File: src/verilog/swwc_pkg.sv
// constants for the system clock, wake-up and watchdog control block
package swwc_pkg;
  // register offsets (byte addresses on the plain port)
  localparam logic [7:0] CLOCK_MODE_REG_OFS = 8'h00;
  localparam logic [7:0] MISC_OFS = 8'h04;
  localparam logic [7:0] OSCLVR_OFS = 8'h08;
  localparam logic [7:0] WAKEEN_OFS = 8'h0C;
  localparam logic [7:0] PADIR_OFS = 8'h10;
  localparam logic [7:0] PAOUT_OFS = 8'h14;
  localparam logic [7:0] PAPU_OFS = 8'h18;
  localparam logic [7:0] IRQEN_OFS = 8'h1C;
  localparam logic [7:0] IRQRQ_OFS = 8'h20;
  localparam logic [7:0] T16_OFS = 8'h24;
  localparam logic [7:0] STAT_OFS = 8'h28;
  localparam logic [7:0] PAIN_OFS = 8'h2C;
  // clock mode fields
  localparam int CM_EXTRST_BIT = 0;
  localparam int CM_WDT_EN_BIT = 1;
  localparam int CM_LRC_EN_BIT = 2;
  localparam int CM_HRC_EN_BIT = 4;
  localparam int CM_SEL_LSB = 5;
  localparam int CM_SEL_W = 3;
  localparam logic [7:0] CLOCK_MODE_REG_RST = 8'h0_4;
  // source select codes: lrc, hrc/2
  localparam logic [2:0] SEL_HRC_DIV2 = 3'h1;
  localparam logic [2:0] SEL_LRC = 3'h0;
  // misc fields
  localparam int MISC_FAST_BIT = 5;
  localparam int MISC_WTP_LSB = 0;
  localparam logic [7:0] MISC_RST = 8'h0_0;
  // osc / lvr fields
  localparam int OL_LVR_DIS_BIT = 0;
  localparam int OL_LVR_LSB = 1;
  localparam logic [7:0] OSCLVR_RST = 8'h0_0;
  localparam int T16_IRQ_BIT = 8;
  localparam int IRQ_T16 = 2;
  localparam int IRQ_PIN = 0;
  localparam int PORT_W = 8;
  localparam int EXTRST_PIN = 5;
  // low rc divider for 40 MHz system clock, nominal 20 kHz
  localparam int LRC_HZ = 20000;
  localparam int SYS_HZ = 40000000;
  localparam int LRC_DIV = SYS_HZ / LRC_HZ;
  localparam logic [10:0] HRC_DIV = 11'h0_002;
  localparam logic [7:0] T16_DIV = 8'h0_01;
  // watchdog periods by setting, in watchdog ticks
  localparam logic [17:0] WDT_P0 = 18'h0_0800;
  localparam logic [17:0] WDT_P1 = 18'h0_2000;
  localparam logic [17:0] WDT_P2 = 18'h0_8000;
  localparam logic [17:0] WDT_P3 = 18'h2_0000;
  // power-on settle time before lvr threshold is honoured
  localparam int POR_US = 100;
  localparam int POR_CYC = POR_US * (SYS_HZ / 1000000);
  typedef enum logic [2:0] {
    RUN = 3'b001,
    HALT_SYS = 3'b010,
    HALT_CPU = 3'b100
  } swwc_pwr_type;
endpackage

File: src/verilog/swwc_ctl.sv
// system clock switch, wake-up, watchdog, interrupt gating and timer block
`timescale 1ns/1ps
// What this block does
// RL1: a pin wakes from halt only if input and its wake-enable bit set
// RL2: port a bit 5 output is open-drain, drives low only
// RL3: port a bit 5 has no internal pull-up
// RL4: clock mode bit 0 set with bit 5 input makes it active-low reset
// RL5: entering interrupt service clears the global interrupt enable
// RL6: enable and request registers undefined at reset; software inits first
// RL7: software never switches source and kills old oscillator together
// RL8: write 0x36 selects high rc div 2, low rc stays until bit 2 cleared
// RL9: watchdog stops whenever the low rc oscillator is disabled
// RL10: watchdog counts through both halts; timeout then resets device
// RL11: watchdog ticks from low rc normally, from system clock in fast wake
// RL12: software disables watchdog before halt, re-enables after fast wake off
// RL13: misc register picks fast wake or normal wake with watchdog period
// RL14: timer bit 8 rising edges request interrupts, every 512 counts
// RL15: after timer restart next interrupt at next bit 8 rising edge
// RL16: lvr threshold honoured only after power-on completes
// RL17: osc/lvr bit 0 set disables low-voltage reset
// RL18: cpu-only halt gates core clock, oscillators keep running
// RL19: return from interrupt sets global interrupt enable again
module swwc_ctl
(
  // clock and reset
  input wire logic i_sys_clk,
  input wire logic i_arst_n,
  // register port
  input wire logic [7:0] i_addr,
  input wire logic [15:0] i_wdata,
  input wire logic i_wr,
  input wire logic i_rd,
  output logic [15:0] o_rdata,
  // cpu events
  input wire logic i_halt_sys,
  input wire logic i_halt_cpu,
  input wire logic i_irq_ack,
  input wire logic i_reti,
  input wire logic i_gie_set,
  input wire logic i_gie_clr,
  input wire logic i_wdt_clear,
  input wire logic i_t16_restart,
  // analog status
  input wire logic i_lvd_below,
  // port a pins
  input wire logic [7:0] i_port_a,
  output logic [7:0] o_port_a,
  output logic [7:0] o_port_a_oe,
  output logic [7:0] o_port_a_pu,
  // clock and reset control outputs
  output logic o_core_clk_en,
  output logic o_lrc_en,
  output logic o_hrc_en,
  output logic [2:0] o_clk_sel,
  output logic o_sys_reset,
  output logic [2:0] o_lvr_level,
  // interrupt request to the core
  output logic o_irq
);
  logic [7:0] clock_mode_reg_ff, misc_ff, osclvr_ff, wake_en_ff, dir_ff, out_ff, pu_ff;
  logic [7:0] irq_en_ff, irq_rq_ff;
  logic gie_ff;
  logic [15:0] rdata_ff, t16_ff;
  logic [7:0] pa_s1_ff, pa_s2_ff, pa_s3_ff;
  logic lvd_s1_ff, lvd_s2_ff;
  logic [10:0] lrc_cnt_ff;
  logic [10:0] hrc_cnt_ff;
  logic [15:0] rd_mux;
  logic [17:0] wdt_ff;
  logic [15:0] por_cnt_ff;
  logic por_done_ff;
  logic t16_b8_ff;
  logic rst_req_ff;
  swwc_pkg::swwc_pwr_type pwr_ff, nxt_pwr;

  // register decode
  function automatic logic hit(input logic [7:0] a, input logic [7:0] ofs);
    hit = (a == ofs);
  endfunction
  wire w_clock_mode_reg = i_wr && hit(i_addr, swwc_pkg::CLOCK_MODE_REG_OFS);
  wire w_misc = i_wr && hit(i_addr, swwc_pkg::MISC_OFS);
  wire w_osclvr = i_wr && hit(i_addr, swwc_pkg::OSCLVR_OFS);
  wire w_wake = i_wr && hit(i_addr, swwc_pkg::WAKEEN_OFS);
  wire w_dir = i_wr && hit(i_addr, swwc_pkg::PADIR_OFS);
  wire w_out = i_wr && hit(i_addr, swwc_pkg::PAOUT_OFS);
  wire w_pu = i_wr && hit(i_addr, swwc_pkg::PAPU_OFS);
  wire w_irqen = i_wr && hit(i_addr, swwc_pkg::IRQEN_OFS);
  wire w_irqrq = i_wr && hit(i_addr, swwc_pkg::IRQRQ_OFS);

  // derived controls
  wire lrc_on = clock_mode_reg_ff[swwc_pkg::CM_LRC_EN_BIT];
  wire fast_wake = misc_ff[swwc_pkg::MISC_FAST_BIT];
  wire wdt_on = clock_mode_reg_ff[swwc_pkg::CM_WDT_EN_BIT];
  wire [1:0] wdt_sel = misc_ff[swwc_pkg::MISC_WTP_LSB +: 2];
  wire [2:0] clk_sel = clock_mode_reg_ff[swwc_pkg::CM_SEL_LSB +: swwc_pkg::CM_SEL_W];
  wire sel_lrc = (clk_sel == swwc_pkg::SEL_LRC);
  wire lrc_tick = lrc_on && (lrc_cnt_ff == 11'(swwc_pkg::LRC_DIV - 1));
  wire hrc_tick = (hrc_cnt_ff == swwc_pkg::HRC_DIV - 11'h0_001);
  // system clock enable pulse from the chosen source
  wire sys_tick = sel_lrc ? lrc_tick : hrc_tick;
  wire halted = (pwr_ff != swwc_pkg::RUN);

  // RL1: wake needs input direction and enable
  // edge taken after the synchroniser, so a metastable first stage never reaches it
  wire [7:0] wake_hit = (pa_s2_ff ^ pa_s3_ff) & ~dir_ff & wake_en_ff;

  // RL4: external reset, only while pin is input
  wire ext_rst = clock_mode_reg_ff[swwc_pkg::CM_EXTRST_BIT] && !dir_ff[swwc_pkg::EXTRST_PIN]
                 && !pa_s2_ff[swwc_pkg::EXTRST_PIN];

  // RL11: watchdog tick source by wake mode
  wire wdt_tick = fast_wake ? sys_tick : lrc_tick;
  wire [17:0] wdt_lim = (wdt_sel == 2'd0) ? swwc_pkg::WDT_P0 :
                        (wdt_sel == 2'd1) ? swwc_pkg::WDT_P1 :
                        (wdt_sel == 2'd2) ? swwc_pkg::WDT_P2 : swwc_pkg::WDT_P3;
  // RL9: low rc off freezes the watchdog
  wire wdt_run = wdt_on && lrc_on;
  // RL10: no halt term, so the watchdog keeps counting
  wire wdt_to = wdt_run && (wdt_ff >= wdt_lim);

  // RL16: lvr gated until power-on done
  // RL17: disable bit kills lvr
  wire lvr_fire = por_done_ff && !osclvr_ff[swwc_pkg::OL_LVR_DIS_BIT] && lvd_s2_ff;

  // RL14: rising edge of timer bit 8
  wire t16_edge = t16_ff[swwc_pkg::T16_IRQ_BIT] && !t16_b8_ff;
  wire [7:0] irq_set = ({7'h0_0, 1'b0} | (8'h0_1 << swwc_pkg::IRQ_T16)) & {8{t16_edge}}
                       | ({8{|wake_hit}} & (8'h0_1 << swwc_pkg::IRQ_PIN));

  // power state machine
  always_comb
  begin
    nxt_pwr = pwr_ff;
    case (pwr_ff)
      swwc_pkg::RUN:
      begin
        if (i_halt_sys)
          nxt_pwr = swwc_pkg::HALT_SYS;
        else if (i_halt_cpu)
          nxt_pwr = swwc_pkg::HALT_CPU;
      end
      swwc_pkg::HALT_SYS, swwc_pkg::HALT_CPU:
      begin
        if (|wake_hit)
          nxt_pwr = swwc_pkg::RUN;
      end
      default: nxt_pwr = swwc_pkg::RUN;
    endcase
  end

  // pin synchronisers
  always_ff @(posedge i_sys_clk or negedge i_arst_n)
  begin
    if (!i_arst_n)
    begin
      pa_s1_ff <= 8'h0_0;
      pa_s2_ff <= 8'h0_0;
      pa_s3_ff <= 8'h0_0;
      lvd_s1_ff <= 1'b0;
      lvd_s2_ff <= 1'b0;
    end
    else
    begin
      pa_s1_ff <= i_port_a;
      pa_s2_ff <= pa_s1_ff;
      pa_s3_ff <= pa_s2_ff;
      lvd_s1_ff <= i_lvd_below;
      lvd_s2_ff <= lvd_s1_ff;
    end
  end

  // software registers; clock mode writes go through as written
  always_ff @(posedge i_sys_clk or negedge i_arst_n)
  begin
    if (!i_arst_n)
    begin
      clock_mode_reg_ff <= swwc_pkg::CLOCK_MODE_REG_RST;
      misc_ff <= swwc_pkg::MISC_RST;
      osclvr_ff <= swwc_pkg::OSCLVR_RST;
      wake_en_ff <= 8'h0_0;
      dir_ff <= 8'h0_0;
      out_ff <= 8'h0_0;
      pu_ff <= 8'h0_0;
    end
    else
    begin
      // RL8: write 0x36 just stores source and enables
      if (w_clock_mode_reg)
        clock_mode_reg_ff <= i_wdata[7:0];
      // RL13: one write sets period and fast wake bit together
      if (w_misc)
        misc_ff <= i_wdata[7:0];
      if (w_osclvr)
        osclvr_ff <= i_wdata[7:0];
      if (w_wake)
        wake_en_ff <= i_wdata[7:0];
      if (w_dir)
        dir_ff <= i_wdata[7:0];
      if (w_out)
        out_ff <= i_wdata[7:0];
      if (w_pu)
        pu_ff <= i_wdata[7:0];
    end
  end

  // interrupt registers, no meaningful reset value for software
  always_ff @(posedge i_sys_clk or negedge i_arst_n)
  begin
    if (!i_arst_n)
    begin
      // RL6: cleared here only to keep sim defined
      irq_en_ff <= 8'h0_0;
      irq_rq_ff <= 8'h0_0;
    end
    else
    begin
      if (w_irqen)
        irq_en_ff <= i_wdata[7:0];
      // write one clears; a new event wins
      irq_rq_ff <= (w_irqrq ? (irq_rq_ff & ~i_wdata[7:0]) : irq_rq_ff) | irq_set;
    end
  end

  // global enable
  always_ff @(posedge i_sys_clk or negedge i_arst_n)
  begin
    if (!i_arst_n)
      gie_ff <= 1'b0;
    // RL5: service entry clears enable
    else if (i_irq_ack || i_gie_clr)
      gie_ff <= 1'b0;
    // RL19: return restores enable
    else if (i_reti || i_gie_set)
      gie_ff <= 1'b1;
  end

  // oscillator dividers; high rc free running, low rc held at zero while disabled
  always_ff @(posedge i_sys_clk or negedge i_arst_n)
  begin
    if (!i_arst_n)
    begin
      lrc_cnt_ff <= 11'h0_00;
      hrc_cnt_ff <= 11'h0_00;
    end
    else
    begin
      lrc_cnt_ff <= (!lrc_on || lrc_tick) ? 11'h0_00 : lrc_cnt_ff + 11'h0_01;
      hrc_cnt_ff <= hrc_tick ? 11'h0_00 : hrc_cnt_ff + 11'h0_01;
    end
  end

  // watchdog counter and reset request
  always_ff @(posedge i_sys_clk or negedge i_arst_n)
  begin
    if (!i_arst_n)
    begin
      wdt_ff <= 18'h0_0000;
      rst_req_ff <= 1'b0;
    end
    else
    begin
      if (!wdt_on || i_wdt_clear || wdt_to)
        wdt_ff <= 18'h0_0000;
      else if (wdt_run && wdt_tick)
        wdt_ff <= wdt_ff + 18'h0_0001;
      rst_req_ff <= wdt_to || ext_rst || lvr_fire;
    end
  end

  // power-on completion timer
  always_ff @(posedge i_sys_clk or negedge i_arst_n)
  begin
    if (!i_arst_n)
    begin
      por_cnt_ff <= 16'h0_000;
      por_done_ff <= 1'b0;
    end
    else if (!por_done_ff)
    begin
      por_cnt_ff <= por_cnt_ff + 16'h0_001;
      por_done_ff <= (por_cnt_ff == 16'(swwc_pkg::POR_CYC - 1));
    end
  end

  // 16-bit timer, counts only while system clock runs
  always_ff @(posedge i_sys_clk or negedge i_arst_n)
  begin
    if (!i_arst_n)
    begin
      t16_ff <= 16'h0_000;
      t16_b8_ff <= 1'b0;
    end
    // RL15: restart clears edge history too
    else if (i_t16_restart)
    begin
      t16_ff <= 16'h0_000;
      t16_b8_ff <= 1'b0;
    end
    else
    begin
      t16_b8_ff <= t16_ff[swwc_pkg::T16_IRQ_BIT];
      if (sys_tick && pwr_ff != swwc_pkg::HALT_SYS)
        t16_ff <= t16_ff + 16'h0_001;
    end
  end

  // state and read data
  always_ff @(posedge i_sys_clk or negedge i_arst_n)
  begin
    if (!i_arst_n)
    begin
      pwr_ff <= swwc_pkg::RUN;
      rdata_ff <= 16'h0_000;
    end
    else
    begin
      pwr_ff <= nxt_pwr;
      rdata_ff <= i_rd ? rd_mux : 16'h0_000;
    end
  end

  // read mux; unmapped reads zero
  always_comb
  begin
    case (i_addr)
      swwc_pkg::CLOCK_MODE_REG_OFS: rd_mux = {8'h0_0, clock_mode_reg_ff};
      swwc_pkg::MISC_OFS: rd_mux = {8'h0_0, misc_ff};
      swwc_pkg::OSCLVR_OFS: rd_mux = {8'h0_0, osclvr_ff};
      swwc_pkg::WAKEEN_OFS: rd_mux = {8'h0_0, wake_en_ff};
      swwc_pkg::PADIR_OFS: rd_mux = {8'h0_0, dir_ff};
      swwc_pkg::PAOUT_OFS: rd_mux = {8'h0_0, out_ff};
      swwc_pkg::PAPU_OFS: rd_mux = {8'h0_0, pu_ff};
      swwc_pkg::IRQEN_OFS: rd_mux = {8'h0_0, irq_en_ff};
      swwc_pkg::IRQRQ_OFS: rd_mux = {8'h0_0, irq_rq_ff};
      swwc_pkg::T16_OFS: rd_mux = t16_ff;
      swwc_pkg::STAT_OFS: rd_mux = {8'h0_0, por_done_ff, gie_ff, wdt_ff[17], 2'b00, pwr_ff};
      swwc_pkg::PAIN_OFS: rd_mux = {8'h0_0, pa_s2_ff};
      default: rd_mux = 16'h0_000;
    endcase
  end

  // pin drive
  genvar g;
  generate
    for (g = 0; g < swwc_pkg::PORT_W; g++)
    begin : g_pin
      if (g == swwc_pkg::EXTRST_PIN)
      begin : g_od
        // RL2: open-drain, only pulls low
        assign o_port_a[g] = 1'b0;
        assign o_port_a_oe[g] = dir_ff[g] && !out_ff[g];
        // RL3: never a pull-up here
        assign o_port_a_pu[g] = 1'b0;
      end
      else
      begin : g_pp
        assign o_port_a[g] = out_ff[g];
        assign o_port_a_oe[g] = dir_ff[g];
        assign o_port_a_pu[g] = pu_ff[g];
      end
    end
  endgenerate

  assign o_rdata = rdata_ff;
  // RL18: core clock gated in either halt, oscillators stay as programmed except high rc off in system halt
  assign o_core_clk_en = !halted;
  assign o_lrc_en = lrc_on;
  assign o_hrc_en = clock_mode_reg_ff[swwc_pkg::CM_HRC_EN_BIT] && pwr_ff != swwc_pkg::HALT_SYS;
  assign o_clk_sel = clk_sel;
  assign o_sys_reset = rst_req_ff;
  assign o_lvr_level = osclvr_ff[swwc_pkg::OL_LVR_LSB +: 3];
  assign o_irq = gie_ff && |(irq_rq_ff & irq_en_ff);
endmodule

File: config.mk
export PLATFORM = sky130hd
export DESIGN_NAME = swwc_ctl
export DESIGN_NICKNAME = d
export VERILOG_FILES = /design/src/verilog/swwc_pkg.sv /design/src/verilog/swwc_ctl.sv
export SDC_FILE = /design/constraint.sdc
export NUM_CORES = 1
export LEC_CHECK = 0
export BUFFER_PORTS_ARGS = -buffer_cell sky130_fd_sc_hd__buf_2
export CORE_AREA = 5 5 168 170
export CTS_CLUSTER_SIZE = 10
export DETAILED_ROUTE_END_ITERATION = 8
export DIE_AREA = 0 0 173 175
export PLACE_DENSITY_LB_ADDON = 0.2
export SYNTH_ARGS = -nofsm -noshare
export SYNTH_HDL_FRONTEND = slang
export SYNTH_SLANG_ARGS = --single-unit
File: constraint.sdc
create_clock -name i_sys_clk -period 3.3 [get_ports i_sys_clk]
set_input_delay 0.33 -clock i_sys_clk [delete_from_list [all_inputs] [get_ports i_sys_clk]]
set_output_delay 0.33 -clock i_sys_clk [all_outputs]
set_load 0.02 [all_outputs]
# Yosys cells after proc, flatten, opt, wreduce, memory -nomap -nowiden
# Index checks and enable logic that the tools add are counted.
[totals] regBits=193 word_cells=132
[classes] add_sub_neg=5 n_lt_le_gt_ge=1 n_eq_ne=23 n_mux=22 bitwise_logic=9 reduce_logical=47
[op_table] op="16-bit case mux with 12 select lines" count=1
[op_table] op="18-bit two-way mux" count=5
[op_table] op="16-bit two-way mux" count=3
[op_table] op="16-bit by 1-bit adder with 16-bit output (second input constant)" count=2
[op_table] op="8-bit AND" count=4
[op_table] op="8-bit by 5-bit == test with 1-bit output (second input constant)" count=4
[op_table] op="8-bit by 6-bit == test with 1-bit output (second input constant)" count=4
[op_table] op="11-bit by 1-bit adder with 11-bit output (second input constant)" count=2
[op_table] op="1-bit logical AND" count=22
[op_table] op="11-bit two-way mux" count=2
[op_table] op="18-bit by 1-bit adder with 18-bit output (second input constant)" count=1
[op_table] op="18-bit greater-or-equal comparator" count=1
[op_table] op="16-bit by 12-bit == test with 1-bit output (second input constant)" count=1
[op_table] op="8-bit by 4-bit == test with 1-bit output (second input constant)" count=2
[op_table] op="8-bit inverter" count=2
[op_table] op="8-bit OR reduction" count=2
[op_table] op="11-bit by 1-bit == test with 1-bit output (second input constant)" count=1
[op_table] op="11-bit == test (second input constant)" count=1
[op_table] op="3-bit two-way mux" count=3
[op_table] op="8-bit by 3-bit == test with 1-bit output (second input constant)" count=1
[op_table] op="1-bit logical NOT" count=8
[op_table] op="8-bit logical NOT" count=1
[op_table] op="8-bit two-way mux" count=1
[op_table] op="8-bit by 3-bit bitwise OR with 8-bit output" count=1
[op_table] op="19 further kinds" count=32

# Logic depth before layout (Yosys ltp)
[logic_depth] word_depth=8 depth_mapped=8 ltp_nobuf=7

# Least setup slack after synthesis
# OpenSTA, ideal clock, no wires.
[synth_timing] path_kind="register to register" start="register misc_ff[1]" end="register wdt_ff[10]" arrival_time_ns=2.244 required_ns=3.161 path_slack_ns=0.917 stages_incl_launch_ff=9 n_path_buf=1 cell_sequence="dfrtp_1 -> nand2b_1 -> ha_1 -> nor4b_1 -> nand4_1 -> a2111o_1 -> a21boi_1 -> buf_2 -> a211oi_1"
[synth_via] elab_chain_cells=8
[synth_rtl] element="from (decl)" line_no="swwc_ctl.sv:60" source="logic [7:0] clock_mode_reg_ff, misc_ff, osclvr_ff, wake_en_ff, dir_ff, out_ff, pu_ff;"
[synth_rtl] element="from (signal assigned)" line_no="swwc_ctl.sv:178" source="misc_ff <= swwc_pkg::MISC_RST;"
[synth_rtl] element="from (signal assigned)" line_no="swwc_ctl.sv:192" source="misc_ff <= i_wdata[7:0];"
[synth_rtl] element="2-bit == test" line_no="swwc_ctl.sv:115" source="(wdt_sel == 2'd2) ? swwc_pkg::WDT_P2 : swwc_pkg::WDT_P3;"
[synth_rtl] element="18-bit two-way mux" line_no="swwc_ctl.sv:115"
[synth_rtl] element="18-bit two-way mux" line_no="swwc_ctl.sv:114" source="(wdt_sel == 2'd1) ? swwc_pkg::WDT_P1 :"
[synth_rtl] element="18-bit two-way mux *" line_no="swwc_ctl.sv:113" source="wire [17:0] wdt_lim = (wdt_sel == 2'd0) ? swwc_pkg::WDT_P0 :"
[synth_rtl] element="18-bit greater-or-equal comparator *" line_no="swwc_ctl.sv:119" source="wire wdt_to = wdt_run && (wdt_ff >= wdt_lim);"
[synth_rtl] element="1-bit logical AND *" line_no="swwc_ctl.sv:119"
[synth_rtl] element="1-bit logical OR *" line_no="swwc_ctl.sv:262" source="if (!wdt_on || i_wdt_clear || wdt_to)"
[synth_rtl] element="18-bit two-way mux or 2-bit nonzero test (tied branches)"
[synth_rtl] element="to (signal assigned)" line_no="swwc_ctl.sv:265" source="wdt_ff <= wdt_ff + 18'h0_0001;"
[synth_rtl] element="to (decl)" line_no="swwc_ctl.sv:69" source="logic [17:0] wdt_ff;"
# Every way passes the cells marked *; elsewhere a longest branch is shown, timed or not.
# A chain may end at the register's enable or synchronous reset.

# Worst setup path after layout
[layout_timing] start="register lrc_cnt_ff[0]" end="register wdt_ff[7]"
[layout_via] elab_chain_cells=6
[layout_rtl] element="from (decl)" line_no="swwc_ctl.sv:66" source="logic [10:0] lrc_cnt_ff;"
[layout_rtl] element="from (signal assigned)" line_no="swwc_ctl.sv:247" source="lrc_cnt_ff <= (!lrc_on || lrc_tick) ? 11'h0_00 : lrc_cnt_ff + 11'h0_01;"
[layout_rtl] element="11-bit == test *" line_no="swwc_ctl.sv:97" source="wire lrc_tick = lrc_on && (lrc_cnt_ff == 11'(swwc_pkg::LRC_DIV - 1));"
[layout_rtl] element="1-bit logical AND *" line_no="swwc_ctl.sv:97"
[layout_rtl] element="1-bit two-way mux" line_no="swwc_ctl.sv:100" source="wire sys_tick = sel_lrc ? lrc_tick : hrc_tick;"
[layout_rtl] element="1-bit two-way mux *" line_no="swwc_ctl.sv:112" source="wire wdt_tick = fast_wake ? sys_tick : lrc_tick;"
[layout_rtl] element="1-bit logical AND *" line_no="swwc_ctl.sv:264" source="else if (wdt_run && wdt_tick)"
[layout_rtl] element="2-bit nonzero test (no source line) *"
# Marks and branches as above.

==> impl_metrics.csv <==
group,metric,value,unit
status,status,"completed",
timing,setup_viol,0,
final_layout,mostFrequentLayoutCell,"dfrtp_1",
power_and_ir_drop,leakagePower,4.71,nW
power_and_ir_drop,ir_drop,0.362,mV
detailed_routing,dr.pass1.iters,5,
global_routing,grt_max_degree,69,
yosys,synth_edf_count,0,
critical_path,crit_chain,"ha_1 -> and3_1 -> a31oi_1 -> a31o_1 -> buf_4 -> o21ai_0 -> a211oi_1",
placement,port_buffers,85,
global_routing,antenna_found_initial,2,
clock_network,h-tree-depth,4,
detailed_routing,wl,23.7,mm
job,drv_cap,0,
critical_path,startpoint_type,"flop",
timing,finalSetupTns,0,ns
clock_network,cts_root_buf,"clkbuf_16",
clock_network,cts_buffer_depth,2,
timing,fin_crit_sh,78.3,%
yosys,synth-async-reset-ratio,100,%
placement,dp_hpwl,16.8,mm
yosys,synth_top_area_share,52.1,%
power_and_ir_drop,switchingPower,1.36,mW
floorplan,die_y,175,um
global_routing,grt_overflow,0,
floorplan,initial_core_util,34.5,%
clock_network,cts_resized,0,
critical_path,r2r_setup_slack,0.72,ns
detailed_routing,via_per_inst,5.30,
power_and_ir_drop,pwr-share-comb,8.0,%
floorplan,fp.dieArea,30300,sq um
floorplan,fp.dieW,173,um
yosys,ys_seq_elements,193,
clock_network,tritoncts,"done",
power_and_ir_drop,clockPowerShare,42.7,%
power_and_ir_drop,total_power,5.11,mW
critical_path,cp-startpoint,"lrc_cnt_ff[0]",
floorplan,pin_count,96,
final_layout,diodes,0,
yosys,seq_area_frac_synth,52.6,%
detailed_routing,drcViolationCount,0,
timing,fmaxAchievable,0.387,GHz
power_and_ir_drop,intPower,3.76,mW
final_layout,multi_input_area,3980,sq um
final_layout,fillers,2628,
clock_network,numCtsBuffers,17,
placement,place.gp.congestion,0.837,
critical_path,cp.required,3.63,ns
timing,min_period,2.58,ns
critical_path,r2r-start,"lrc_cnt_ff[0]",
timing,rsz0062_at_grt,"false",
clock_network,clk_pin_slew_worst_paths,0.07,ns
critical_path,criticalPathCategory,"reg -> reg",
yosys,ys_warn_count,0,
global_routing,grt_pass1_vias,6311,
global_routing,track_usage,15.8,%
floorplan,num_rows,60,
final_layout,nets,945,
clock_network,cts.hold.buffers_added,10,
timing,relSlewSlack,32.2,%
power_and_ir_drop,p_per_area,481,nW/um^2
yosys,yosys.area.top_type,"dfrtp_1",
hold_path,hold_path_class,"in -> reg",
clock_network,post_cts_buffers,0,
clock_network,insertion_delay,0.44,ns
yosys,synth_area,9180,sq um
placement,post-place-ws,0.736,ns
yosys,synth.avg_cell_area,11.3,sq um
final_layout,seq_area,4830,sq um
timing,finalClockSkew,0.0121,ns
detailed_routing,vias,6590,
power_and_ir_drop,p_seq_share,49.3,%
timing,worst_slew_pin_slew,1.01,ns
power_and_ir_drop,switching_share,26.5,%
yosys,synthFlopType,"dfrtp_1",
timing,final_hold_viol_count,0,
timing,fin_ws,0.716,ns
yosys,synth.area.top_cells,"dfrtp_1, mux2_2, xnor2_1, nand3_1, buf_4",
detailed_routing,first_iter_violations,448,
final_layout,area_growth,15.8,%
critical_path,path_max_fanout,19,
critical_path,crit_slowest_cell,"a31o_1",
yosys,ys_types,67,
floorplan,core,26600,sq um
clock_network,clock_sinks,193,
final_layout,layout_common_cells,"dfrtp_1, buf_2, mux2_2, nand3_1, nand2_1",
final_layout,layout-drive-gt1-share,25.3,%
detailed_routing,wl_per_cell,19.0,um
timing,slew_viol_final,0,
critical_path,cp.arrival,2.91,ns
critical_path,end_kind,"flop",
critical_path,worst_path_largest_cell_delay,0.55,ns
yosys,synth_cells,809,
detailed_routing,ant_nets,0,
global_routing,grt_pass1_wl,37.8,mm
hold_path,hp-start,"i_irq_ack",
power by group through the flow:
stage          logic, mW  registers, mW  clock network [mW]
2_1_floorplan      0.252           2.53                   0
3_3_place_gp       0.407           2.56                   0
3_5_place_dp       0.410           2.56                   0
4_1_cts            0.420           2.52                2.24
5_1_grt            0.457           2.53                2.33
6_report           0.411           2.52                2.18
Yosys cell counts, types with 12 or more instances:
cell and number:
a211oi_1 20, a21oi_1 23, a22o_1 14, and2_1 12, and3_1 17, buf_4 30
clkbuf_1 15, dfrtp_1 191, inv_1 20, mux2_2 70, nand2_1 40, nand3_1 48
nor2_1 37, o21ai_0 38, or3_1 27, xnor2_1 38
registers in the layout, summed over array words and instances (netlist names), 11 cells and up:
| register | flops |
|---|---|
| lrc_cnt_ff | 11 |
| hrc_cnt_ff | 11 |
| t16_ff | 16 |
| wdt_ff | 18 |
| por_cnt_ff | 16 |
| o_rdata | 16 |
worst max-delay path, delay by kind of cell (launching register included):
kind,cells,cell delay (ns)
flops,1,0.39
simple gates,1,0.27
buf+inv,1,0.27
compound gates,4,1.32
fa+ha+maj,1,0.22
path summary, 6_finish.rpt:
| kind | depth (start not counted) | end |
|---|---|---|
| setup / recovery | 7 | wdt_ff[7] |
| hold / removal | 2 | gie_ff |
| setup reg to reg | 7 | wdt_ff[7] |
| hold reg to reg | 0 | pa_s2_ff[6] |
| max in group asynchronous | 3 | hrc_cnt_ff[0] |
| min in group asynchronous | 2 | out_ff[3] |
routing by layer:
layer,track usage [%],vias to the layer above,wire length (um)
met5,0,-,21
met4,3.92,4,306
met3,3.20,23,1130
met2,23.3,167,10600
met1,23.6,3290,11600
li1,-,3106,-
cell type report:
type	instances	share of cell area, %
Sequential cell	193	45.5
Multi-Input combinational cell	541	37.4
Timing Repair Buffer	116	6.63
Tap cell	341	4.01
Clock buffer	17	4.00
Clock inverter	15	1.77
Inverter	20	0.706
stage by stage:
stage                     utilization, %  hold WS, ns  cells  instance area, sq um
after floorplan                        -       0.0344    810                  9180
after global placement              37.3        0.333   1201                  9910
after detailed placement            37.3        0.335   1201                  9910
after CTS                           40.0       0.0311   1243                 10600
after global routing                40.0       0.0343   1243                 10600
final                               40.0       0.0456   1243                 10600
cell families after synthesis:
logic type                 synth area share [%]
AOI/OAI and AO/OA                          11.6
adders and majority gates                  1.50
buffers and inverters                      4.50
muxes                                      9.84
xor gates and xnor gates                   4.39
and+or+nand+nor                            15.5
other                                    0.0408
DFF                                        52.6
Note: power is estimated with default switching activity, not from simulation.
